<file path="src/ccs_pkg.sv">
package ccs_pkg;
   localparam int unsigned CCS_ADDR_W = 4;
   localparam int unsigned CCS_DATA_W = 32;
   localparam int unsigned CCS_WORD_W = 16;
   localparam int unsigned CCS_MAG_W = 17;
   localparam int unsigned CCS_NCOEF = 9;
   // Word indices; byte address is four times the index
   localparam logic [3:0] CCS_IDX_BFLAGS = 4'h3;
   localparam logic [3:0] CCS_IDX_TFLAGS = 4'h4;
   localparam logic [3:0] CCS_IDX_BOFFS = 4'h5;
   localparam logic [3:0] CCS_IDX_BGAIN = 4'h6;
   localparam logic [3:0] CCS_IDX_TCG = 4'h7;
   localparam logic [3:0] CCS_IDX_TCO = 4'h8;
   localparam logic [3:0] CCS_IDX_SOTCO = 4'h9;
   localparam logic [3:0] CCS_IDX_SOTCG = 4'ha;
   localparam logic [3:0] CCS_IDX_SOBR = 4'hb;
   localparam logic [3:0] CCS_IDX_TOFFS = 4'hc;
   localparam logic [3:0] CCS_IDX_TGAIN = 4'hd;
   localparam logic [3:0] CCS_IDX_SOT = 4'he;
   localparam logic [3:0] CCS_IDX_TREF = 4'hf;
   // Bridge and temperature flag word fields; word reset value
   localparam int unsigned CCS_BF_CURVE = 14;
   localparam int unsigned CCS_BF_TREF_SIGN = 15;
   localparam int unsigned CCS_TF_USED_W = 6;
   localparam logic [15:0] CCS_RST_WORD = 16'h0000;
   // Coefficient order; flag pair index equals position for bridge flags, position minus 7 for temperature flags
   typedef enum logic [3:0] {
      CCS_C_BOFFS, CCS_C_BGAIN, CCS_C_TCG, CCS_C_TCO, CCS_C_SOTCO, CCS_C_SOTCG,
      CCS_C_SOBR, CCS_C_TGAIN, CCS_C_SOT
   } ccs_coef_t;
endpackage

</file>
<file path="src/ccs_coef_unit.sv">
`timescale 1ns/1ps
module ccs_coef_unit
   import ccs_pkg::*;
#(
   parameter int unsigned MAG_W = 17
)(
   input wire logic [MAG_W-2:0] low_word,
   input wire logic mag_msb,
   input wire logic sign_bit,
   output logic [MAG_W-1:0] magnitude,
   output logic negative,
   output logic [MAG_W:0] twos
);
   // RULE1: magnitude assembly
   assign magnitude = {mag_msb, low_word};
   // RULE2: sign bit meaning
   assign negative = sign_bit;
   // RULE16: two's complement form
   assign twos = sign_bit ? (~{1'b0, magnitude} + 1'b1) : {1'b0, magnitude};
endmodule // ccs_coef_unit

</file>
<file path="src/ccs_avmm_slave.sv">
`timescale 1ns/1ps
module ccs_avmm_slave
   import ccs_pkg::*;
(
   input wire logic clk,
   input wire logic rst_n,
   input wire logic [ccs_pkg::CCS_ADDR_W+1:0] address,
   input wire logic read,
   input wire logic write,
   output logic waitrequest,
   output logic acc_rd,
   output logic acc_wr,
   output logic [ccs_pkg::CCS_ADDR_W-1:0] acc_idx
);
   logic wait_q;
   // Waitrequest straight from a flop: high when idle, low in the second cycle of a request
   always_ff @(posedge clk or negedge rst_n)
   begin
      if (!rst_n)
         wait_q <= 1'b1;
      else
         wait_q <= ~((read | write) & wait_q);
   end
   assign waitrequest = wait_q;
   // Read data is fetched in the first cycle so it stands at the accepting edge
   assign acc_rd = read & wait_q;
   assign acc_wr = write & ~wait_q;
   assign acc_idx = address[ccs_pkg::CCS_ADDR_W+1:2];
endmodule // ccs_avmm_slave

</file>
<file path="src/ccs_store.sv">
// Implementation choice: the Avalon-MM register port.
`timescale 1ns/1ps
// Functional notes
// RULE1: Each coefficient is a 17-bit magnitude, bit 16 from a flag word, bits 15:0 own word.
// RULE2: A sign flag of 0 means positive and 1 means negative.
// RULE3: Curve bit 14 of the bridge flags selects parabolic (0) or s-shaped (1) correction.
// RULE4: Bridge second-order coefficient uses flag bits 13:12 and word 0x0b.
// RULE5: Bridge flag bit 15 is the sign of the low-calibration temperature reference.
// RULE6: Temperature flags hold gain, second-order and offset pairs in bits 5:0, rest zero.
// RULE7: Temperature gain low bits live in 0x0d, second-order temperature in 0x0e.
// RULE8: The host writes only range codes 0x7000 down to 0x0000 into bridge offset word 0x05.
// RULE9: Bridge gain takes word 0x06 with flag bits 3:2.
// RULE10: Gain temperature coefficient takes word 0x07 with flag bits 5:4.
// RULE11: Offset temperature coefficient takes word 0x08 with flag bits 7:6.
// RULE12: Offset second-order term takes word 0x09 with flag bits 9:8.
// RULE13: Gain second-order term takes word 0x0a with flag bits 11:10.
// RULE14: The host writes only range codes into temperature offset word 0x0c.
// RULE15: Word 0x0f is the raw low-calibration temperature, signed by flag bit 15.
// RULE16: Each coefficient leaves as sign plus magnitude and as two's complement.
module ccs_store
   import ccs_pkg::*;
#(
   parameter int unsigned NCOEF = ccs_pkg::CCS_NCOEF
)(
   input wire logic ref_clk,
   input wire logic rst_n,
   input wire logic [ccs_pkg::CCS_ADDR_W+1:0] avs_address,
   input wire logic avs_read,
   input wire logic avs_write,
   input wire logic [ccs_pkg::CCS_DATA_W-1:0] avs_writedata,
   input wire logic [3:0] avs_byteenable,
   output logic [ccs_pkg::CCS_DATA_W-1:0] avs_readdata,
   output logic avs_waitrequest,
   output logic [NCOEF*ccs_pkg::CCS_MAG_W-1:0] coef_magnitude,
   output logic [NCOEF-1:0] coef_negative,
   output logic [NCOEF*(ccs_pkg::CCS_MAG_W+1)-1:0] coef_twos,
   output logic curve_shape_select,
   output logic [ccs_pkg::CCS_WORD_W-1:0] low_cal_temp_reference,
   output logic low_cal_temp_sign
);
   logic rst_s1_q;
   logic rst_s2_q;
   always_ff @(posedge ref_clk or negedge rst_n)
   begin
      if (!rst_n)
      begin
         rst_s1_q <= 1'b0;
         rst_s2_q <= 1'b0;
      end
      else
      begin
         rst_s1_q <= 1'b1;
         rst_s2_q <= rst_s1_q;
      end
   end
   wire rst_i_n = rst_s2_q;

   wire acc_rd;
   wire acc_wr;
   wire [CCS_ADDR_W-1:0] acc_idx;
   logic wait_raw;
   ccs_avmm_slave u_bus (
      .clk(ref_clk),
      .rst_n(rst_i_n),
      .address(avs_address),
      .read(avs_read),
      .write(avs_write),
      .waitrequest(wait_raw),
      .acc_rd(acc_rd),
      .acc_wr(acc_wr),
      .acc_idx(acc_idx)
   );
   assign avs_waitrequest = wait_raw;

   // Word store, indices 0x3 to 0xf; lower words 0x0 to 0x2 are never written and read zero
   logic [CCS_WORD_W-1:0] mem_q [16];
   function automatic logic mapped(input logic [3:0] idx);
      return idx >= CCS_IDX_BFLAGS;
   endfunction

   // Byte-lane merge on the low 16 bits
   wire [CCS_WORD_W-1:0] old_word = mem_q[acc_idx];
   wire [CCS_WORD_W-1:0] merged_word = {
      avs_byteenable[1] ? avs_writedata[15:8] : old_word[15:8],
      avs_byteenable[0] ? avs_writedata[7:0] : old_word[7:0]};
   // RULE6: unassigned temperature flag bits stay zero
   wire [CCS_WORD_W-1:0] tf_mask = {{(CCS_WORD_W-CCS_TF_USED_W){1'b0}},
                                    {CCS_TF_USED_W{1'b1}}};
   wire [CCS_WORD_W-1:0] store_word = (acc_idx == CCS_IDX_TFLAGS) ?
                                      (merged_word & tf_mask) : merged_word;
   wire do_store = acc_wr & mapped(acc_idx);

   genvar gi;
   generate
      for (gi = 0; gi < 16; gi++)
      begin : g_word
         always_ff @(posedge ref_clk or negedge rst_i_n)
         begin
            if (!rst_i_n)
               mem_q[gi] <= CCS_RST_WORD;
            else if (do_store && acc_idx == 4'(gi))
               mem_q[gi] <= store_word;
         end
      end
   endgenerate

   // Unmapped reads answer zero; upper 16 bits read zero
   wire [CCS_WORD_W-1:0] rd_word = mapped(acc_idx) ? old_word : CCS_RST_WORD;
   always_ff @(posedge ref_clk or negedge rst_i_n)
   begin
      if (!rst_i_n)
         avs_readdata <= '0;
      else if (acc_rd)
         avs_readdata <= {16'h0000, rd_word};
   end

   // Coefficient mapping: low-word index, flag word, bit position of the pair
   wire [CCS_WORD_W-1:0] bf = mem_q[CCS_IDX_BFLAGS];
   wire [CCS_WORD_W-1:0] tf = mem_q[CCS_IDX_TFLAGS];
   logic [CCS_WORD_W-1:0] lw [NCOEF];
   logic [NCOEF-1:0] mbit;
   logic [NCOEF-1:0] sbit;
   // RULE8: bridge offset taken as written, host keeps range codes
   assign lw[CCS_C_BOFFS] = mem_q[CCS_IDX_BOFFS];
   // RULE9: bridge gain
   assign lw[CCS_C_BGAIN] = mem_q[CCS_IDX_BGAIN];
   // RULE10: gain temperature coefficient
   assign lw[CCS_C_TCG] = mem_q[CCS_IDX_TCG];
   // RULE11: offset temperature coefficient
   assign lw[CCS_C_TCO] = mem_q[CCS_IDX_TCO];
   // RULE12: offset second order
   assign lw[CCS_C_SOTCO] = mem_q[CCS_IDX_SOTCO];
   // RULE13: gain second order
   assign lw[CCS_C_SOTCG] = mem_q[CCS_IDX_SOTCG];
   // RULE4: bridge second order
   assign lw[CCS_C_SOBR] = mem_q[CCS_IDX_SOBR];
   // RULE7: temperature gain and second order
   assign lw[CCS_C_TGAIN] = mem_q[CCS_IDX_TGAIN];
   assign lw[CCS_C_SOT] = mem_q[CCS_IDX_SOT];

   generate
      for (gi = 0; gi < 7; gi++)
      begin : g_bflag
         // RULE4: bridge flag pairs, magnitude msb then sign
         assign mbit[gi] = bf[2*gi];
         assign sbit[gi] = bf[2*gi+1];
      end
      for (gi = 0; gi < 2; gi++)
      begin : g_tflag
         // RULE6: temperature flag pairs
         assign mbit[7+gi] = tf[2*gi];
         assign sbit[7+gi] = tf[2*gi+1];
      end
   endgenerate

   logic [NCOEF*CCS_MAG_W-1:0] mag_d;
   logic [NCOEF-1:0] neg_d;
   logic [NCOEF*(CCS_MAG_W+1)-1:0] twos_d;
   generate
      for (gi = 0; gi < NCOEF; gi++)
      begin : g_unit
         ccs_coef_unit #(.MAG_W(CCS_MAG_W)) u_coef (
            .low_word(lw[gi]),
            .mag_msb(mbit[gi]),
            .sign_bit(sbit[gi]),
            .magnitude(mag_d[gi*CCS_MAG_W +: CCS_MAG_W]),
            .negative(neg_d[gi]),
            .twos(twos_d[gi*(CCS_MAG_W+1) +: CCS_MAG_W+1])
         );
      end
   endgenerate

   // Registered outputs; coefficients change one cycle after a write
   always_ff @(posedge ref_clk or negedge rst_i_n)
   begin
      if (!rst_i_n)
      begin
         coef_magnitude <= '0;
         coef_negative <= '0;
         coef_twos <= '0;
         curve_shape_select <= 1'b0;
         low_cal_temp_reference <= '0;
         low_cal_temp_sign <= 1'b0;
      end
      else
      begin
         // RULE16: coefficient presentation
         coef_magnitude <= mag_d;
         coef_negative <= neg_d;
         coef_twos <= twos_d;
         // RULE3: curve shape select
         curve_shape_select <= bf[CCS_BF_CURVE];
         // RULE15: raw low-calibration temperature
         low_cal_temp_reference <= mem_q[CCS_IDX_TREF];
         // RULE5: reference sign
         low_cal_temp_sign <= bf[CCS_BF_TREF_SIGN];
      end
   end
endmodule // ccs_store

</file>
<file path="config.mk">
export PLATFORM = sky130hd
export DESIGN_NAME = ccs_store
export DESIGN_NICKNAME = d
export VERILOG_FILES = /design/src/ccs_pkg.sv /design/src/ccs_coef_unit.sv /design/src/ccs_avmm_slave.sv /design/src/ccs_store.sv
export SDC_FILE = /design/constraint.sdc
export NUM_CORES = 1
export LEC_CHECK = 0
export CAP_MARGIN = 20
export CORE_ASPECT_RATIO = 1.75
export CORE_UTILIZATION = 50
export DETAILED_ROUTE_END_ITERATION = 6
export DONT_BUFFER_PORTS = 1
export HOLD_SLACK_MARGIN = 0.15
export PLACE_DENSITY = 0.65
export SLEW_MARGIN = 20
export SYNTH_ARGS = -nofsm -noshare
export SYNTH_HDL_FRONTEND = slang
export SYNTH_SLANG_ARGS = --single-unit
</file>
<file path="constraint.sdc">
create_clock -name ref_clk -period 27.8 [get_ports ref_clk]
set_input_delay 8.34 -clock ref_clk [delete_from_list [all_inputs] [get_ports ref_clk]]
set_output_delay 8.34 -clock ref_clk [all_outputs]
set_load 0.03 [all_outputs]
</file>
### Word-level counts from Yosys, hierarchy flattened

Cells that the tools add are included.

* flip-flop bits (word level): 617
* input bits: 46
* output and inout port bits: 375

* add/sub/neg operators: 9
* $lt $le $gt $ge: 2
* eq/ne operators: 15
* multiplexer cells: 16
* bitwise operators: 17
* reductions and logical operators: 17

Operators with widths (count)
* adder 18 x 1 -> 18 bit, second input constant: 9
* 2-to-1 mux 18 bit: 9
* inverter 17 -> 18 bit: 9
* binary-select mux 16 bit (select 4 bit): 1
* 2-to-1 mux 16 bit: 4
* == test 4 bit, second input constant: 8
* == test 4 x 3 -> 1 bit, second input constant: 4
* logical AND 1 bit: 16
* 2-to-1 mux 8 bit: 2
* == test 4 x 2 -> 1 bit, second input constant: 2
* >= comparator 5 bit, second input constant: 1
* inverter 4 -> 5 bit: 1
* AND 1 bit: 4
* == test 4 x 1 -> 1 bit, second input constant: 1
* >= comparator 4 x 2 -> 1 bit, second input constant: 1
* logical NOT 4 bit: 1
* inverter 1 bit: 2
* bitwise OR 1 bit: 1

### Depth between registers and ports, before layout

* word-level depth: 6
* depth in mapped cells: 10
* mapped depth without buffers: 6

### Modules after synthesis

Synthesis repeated with hierarchy kept, for this count alone.

* cell total of the unflattened synthesis: 2116
* area, all modules: 25986.2 µm²

Modules (own cells, without submodules)
* ccs_store: times used 1, cells an instance 1469, area each 21212.8 µm²
* ccs_coef_unit: times used 9, cells an instance 71, area each 521.8 µm²
* ccs_avmm_slave: times used 1, cells an instance 8, area each 77.6 µm²

### Worst setup path before layout

Ideal clock, no wire load.

* kind: input port to flip-flop
* start: input port avs_address[3] in the netlist's numbering
* end: register mem_q, in the netlist tf[0]
* arrival: 10117 ps
* required time: 27661 ps
* slack: 17544 ps
* stages on the path: 8
* buffers on the path: 3
* cells stage by stage: buf_2 -> buf_2 -> buf_2 -> mux2i_1 -> a22oi_1 -> a32oi_1 -> a21boi_1 -> a21oi_1

* longest elaborated chain between the ends: 6

RTL lines
* start, declared: RTL line ccs_store.sv:27 `input wire logic [ccs_pkg::CCS_ADDR_W+1:0] avs_address,`
* inverter 4 -> 5 bit (implied by the code): RTL line ccs_store.sv:82 `wire [CCS_WORD_W-1:0] old_word = mem_q[acc_idx];`
* binary-select mux 16 bit (select 4 bit): RTL line ccs_store.sv:82
* 2-to-1 mux 16 bit (implied by the code) (2 in a row): RTL line ccs_store.sv:82
* 2-to-1 mux 8 bit: RTL line ccs_store.sv:85 `avs_byteenable[0] ? avs_writedata[7:0] : old_word[7:0]};`
* 2-to-1 mux 16 bit: RTL line ccs_store.sv:89 `wire [CCS_WORD_W-1:0] store_word = (acc_idx == CCS_IDX_TFLAGS) ?`
* end signal, assigned by index: RTL line ccs_store.sv:102 `mem_q[gi] <= store_word;`
* end, declared: RTL line ccs_store.sv:76 `logic [CCS_WORD_W-1:0] mem_q [16];`

Parallel ways exist; a longest one is shown, timed or not. The select of a mux whose other input is x is not followed.
A chain may end at the register's enable or synchronous reset.

### Final worst setup path

* start: input port avs_address[5] in the netlist's numbering
* end: register mem_q, in the netlist tf[3]

The elaborated chain is that of the path after synthesis.

==> results.sh <==
export IMPL_viasPerCell=5.90
export IMPL_layout_cells_non_filler=2490
export IMPL_r2r_cells=5
export IMPL_grt_max_degree=168
export IMPL_antenna_found_initial=6
export IMPL_h_tree_depth=2
export IMPL_syn_inst=1935
export IMPL_ant_nets=0
export IMPL_crit_required_ns=28.22
export IMPL_worst_setup_path_type="primary input to flip-flop"
export IMPL_start_kind="primary input"
export IMPL_rrSetupSlack_ns=24.76
export IMPL_fmax_mhz=93.6
export IMPL_timing_final_crit_share=0.384
export IMPL_synthFlopType="dfrtp_1"
export IMPL_drc=49
export IMPL_max_vdd_ir_drop_uv=58.3
export IMPL_seq_area_um2=15200
export IMPL_nets=1906
export IMPL_layout_drive_gt1_share=0.113
export IMPL_gp_congestion=0.889
export IMPL_worstSkewPairLatency_ns=0.58
export IMPL_io_pins=421
export IMPL_synth_warnings=0
export IMPL_cpPeakStageDelay_ns=0.88
export IMPL_fin_skew_ns=0.0173
export IMPL_synthToLayoutAreaGrowth_pct=9.53
export IMPL_root_buffer="clkbuf_16"
export IMPL_post_cts_resized=0
export IMPL_n_fill_cell=3888
export IMPL_cts_setup_buffers=0
export IMPL_grt_first_pass_wirelength_um=97000
export IMPL_dp_cells=2382
export IMPL_row_count=105
export IMPL_min_delay_start="rst_s1_q"
export IMPL_vias=14700
export IMPL_syn_avg_cell_area_um2=12.2
export IMPL_io_buffers=0
export IMPL_rsz0062_at_grt="false"
export IMPL_crit_buf_inv=1
export IMPL_initial_core_util=0.506
export IMPL_grt_pass1_vias=14900
export IMPL_netlist_area_um2=23600
export IMPL_cts_buffers=53
export IMPL_path_cells="nor2b_1, buf_4, a22oi_1, a32oi_1, a21boi_1, a21oi_1"
export IMPL_multiInputGateArea_um2=7610
export IMPL_maxCapViolCount=0
export IMPL_crit_arrival_ns=11.10
export IMPL_cts_buffer_depth=3
export IMPL_whs_endpoint="rst_i_n"
export IMPL_max_slew_margin=0.275
export IMPL_drtIter0Drc=1086
export IMPL_grt_overflow=0
export IMPL_routed_wl_um=65900
export IMPL_dieArea_um2=48200
export IMPL_hold_depth=0
export IMPL_routedWlPerCell_um=26.5
export IMPL_cts_tree="done"
export IMPL_synth_edff_count=0
export IMPL_hold_buffers=0
export IMPL_cp_max_fo=35
export IMPL_reg2reg_to="tf[3]"
export IMPL_dp_hpwl_um=47500
export IMPL_fin_crit_ns=10.69
export IMPL_cpLargestDelayFamily="compound AO/OA/AOI/OAI gates"
export IMPL_cts_sinks=608
export IMPL_min_path_type="flip-flop to flip-flop"
export IMPL_die_y_um=290
export IMPL_power_leakage_nw=11.7
export IMPL_fin_tns_setup_ns=0
export IMPL_tightest_slew_ns=1.09
export IMPL_ys_seq_area_frac=0.643
export IMPL_core_area_um2=46800
export IMPL_ys_types=58
export IMPL_async_flop_share=1.00
export IMPL_worstReg2RegStart="bf[3]"
export IMPL_hold_violations=0
export IMPL_yosys_register_bits=608
export IMPL_slowest_stage="a32oi_1"
export IMPL_grt_use_total=0.274
export IMPL_first_pass_iters=7
export IMPL_violations="design-rule violations"
export IMPL_slew_violations=0
export IMPL_setup_violations_final=0
export IMPL_p_per_area_nw_per_um2=109
export IMPL_cts_clk_slew_worst_paths_ns=0.07
export IMPL_die_w_um=166
export IMPL_status="finished, violations left"
export IMPL_cp_end_kind="flip-flop"
[per-layer routing]
metal	vias to the layer above	global-route usage	wire [um]
met5	-	0	14
met4	2	0.169	4100
met3	168	0.0554	4020
met2	554	0.504	35600
met1	7511	0.287	22100
li1	6458	-	-
[cells in the mapped netlist (7+ instances only)]
cell | instances | area (um^2)
nand3_1 | 23 | 115
dfrtp_1 | 607 | 15200
xor2_1 | 7 | 61.3
a22o_1 | 7 | 61.3
buf_4 | 33 | 248
a32o_1 | 11 | 110
o22ai_1 | 9 | 56.3
inv_1 | 26 | 97.6
buf_2 | 19 | 95.1
o31a_1 | 10 | 87.6
nand2_1 | 182 | 683
o21ai_0 | 146 | 731
or3_1 | 14 | 87.6
mux2i_1 | 78 | 781
a221oi_1 | 10 | 87.6
nor4_1 | 10 | 62.6
clkbuf_1 | 124 | 465
mux2_2 | 55 | 619
mux4_2 | 11 | 248
o21ai_1 | 10 | 50.1
nor2b_1 | 20 | 125
or4_1 | 8 | 60.1
o31ai_1 | 41 | 308
ha_1 | 9 | 113
nand2b_1 | 14 | 87.6
a22oi_1 | 24 | 180
a21oi_1 | 80 | 400
o41ai_1 | 11 | 96.3
xnor2_1 | 128 | 1120
a31oi_1 | 9 | 56.3
nor3_1 | 10 | 50.1
nor2_1 | 115 | 432
[cell families after synthesis]
kind of cell	Yosys count	synth area share
xor gates and xnor gates	135	0.0500
buffers and inverters	204	0.0389
muxes	145	0.0708
and+or+nand+nor	422	0.0804
adders and majority gates	9	0.00476
AOI/OAI and AO/OA	410	0.111
other	2	0.000318
DFF	608	0.643
[worst max-delay path by stage]
stage,startpoint,to,depth (start not counted)
floorplan,rst_i_n,avs_readdata[0],0
global placement,avs_address[5],tf[3],6
detailed placement,avs_address[5],tf[3],6
CTS,avs_address[5],lw[19],6
global route,avs_address[5],mem_q[3],6
finish,avs_address[5],tf[3],6
[report_power, final]
part | total [mW] | leakage, nW | internal, mW | switching [mW]
Sequential | 1.65 | 7.81 | 1.10 | 0.552
Clock | 0.845 | 0.982 | 0.512 | 0.333
Combinational | 0.340 | 2.93 | 0.158 | 0.183
[per-stage QoR]
stage | setup slack [ns] | util | total power [mW] | hold WS (ns) | instance area, um^2
after floorplan | 9.60 | - | 1.83 | 0.331 | 23700
after global placement | 16.63 | 0.509 | 1.99 | 0.334 | 23800
after detailed placement | 16.60 | 0.509 | 2.01 | 0.338 | 23800
after CTS | 17.21 | 0.553 | 2.85 | 0.353 | 25900
after global routing | 17.04 | 0.554 | 2.94 | 0.357 | 25900
final | 17.11 | 0.554 | 2.83 | 0.349 | 25900
[worst register-to-register path, delay by kind of cell (launching register included)]
| kind | cells | cell delay (ns) |
|---|---|---|
| AOI/OAI and AO/OA | 4 | 1.94 |
| muxes | 1 | 0.31 |
| DFF | 1 | 0.64 |
[placed cells by master (no fill, tap or decap), types with 13 or more instances in the layout]
cell type,instances
o21ai_0,146
conb_1,17
a21oi_1,80
bufinv_16,14
dfrtp_1,606
nand2_1,182
clkbuf_16,55
or3_1,14
nand3_1,22
nor2b_1,20
mux2i_1,78
mux2_2,55
nor2_1,110
o31ai_1,41
inv_1,26
nand2b_1,13
buf_4,22
xnor2_1,128
a22oi_1,24
[cell type report]
cell class	count	area share
Clock buffer	67	0.0576
Timing Repair Buffer	24	0.00758
Inverter	26	0.00377
Antenna cell	7	0.000676
Multi-Input combinational cell	1138	0.294
Clock inverter	32	0.0207
Tap cell	588	0.0284
Sequential cell	608	0.588
[registers in the layout, summed over array words and instances, names as in the netlist]
signal / count
coef_magnitude: 153
coef_negative: 9
low_cal_temp_reference: 16
tf: 16
bf: 16
u_bus.waitrequest: 1
rst_s1_q: 1
low_cal_temp_sign: 1
coef_twos: 153
avs_readdata: 16
rst_i_n: 1
curve_shape_select: 1
lw: 144
mem_q: 80
No activity file was read; power rests on OpenSTA's default activity.
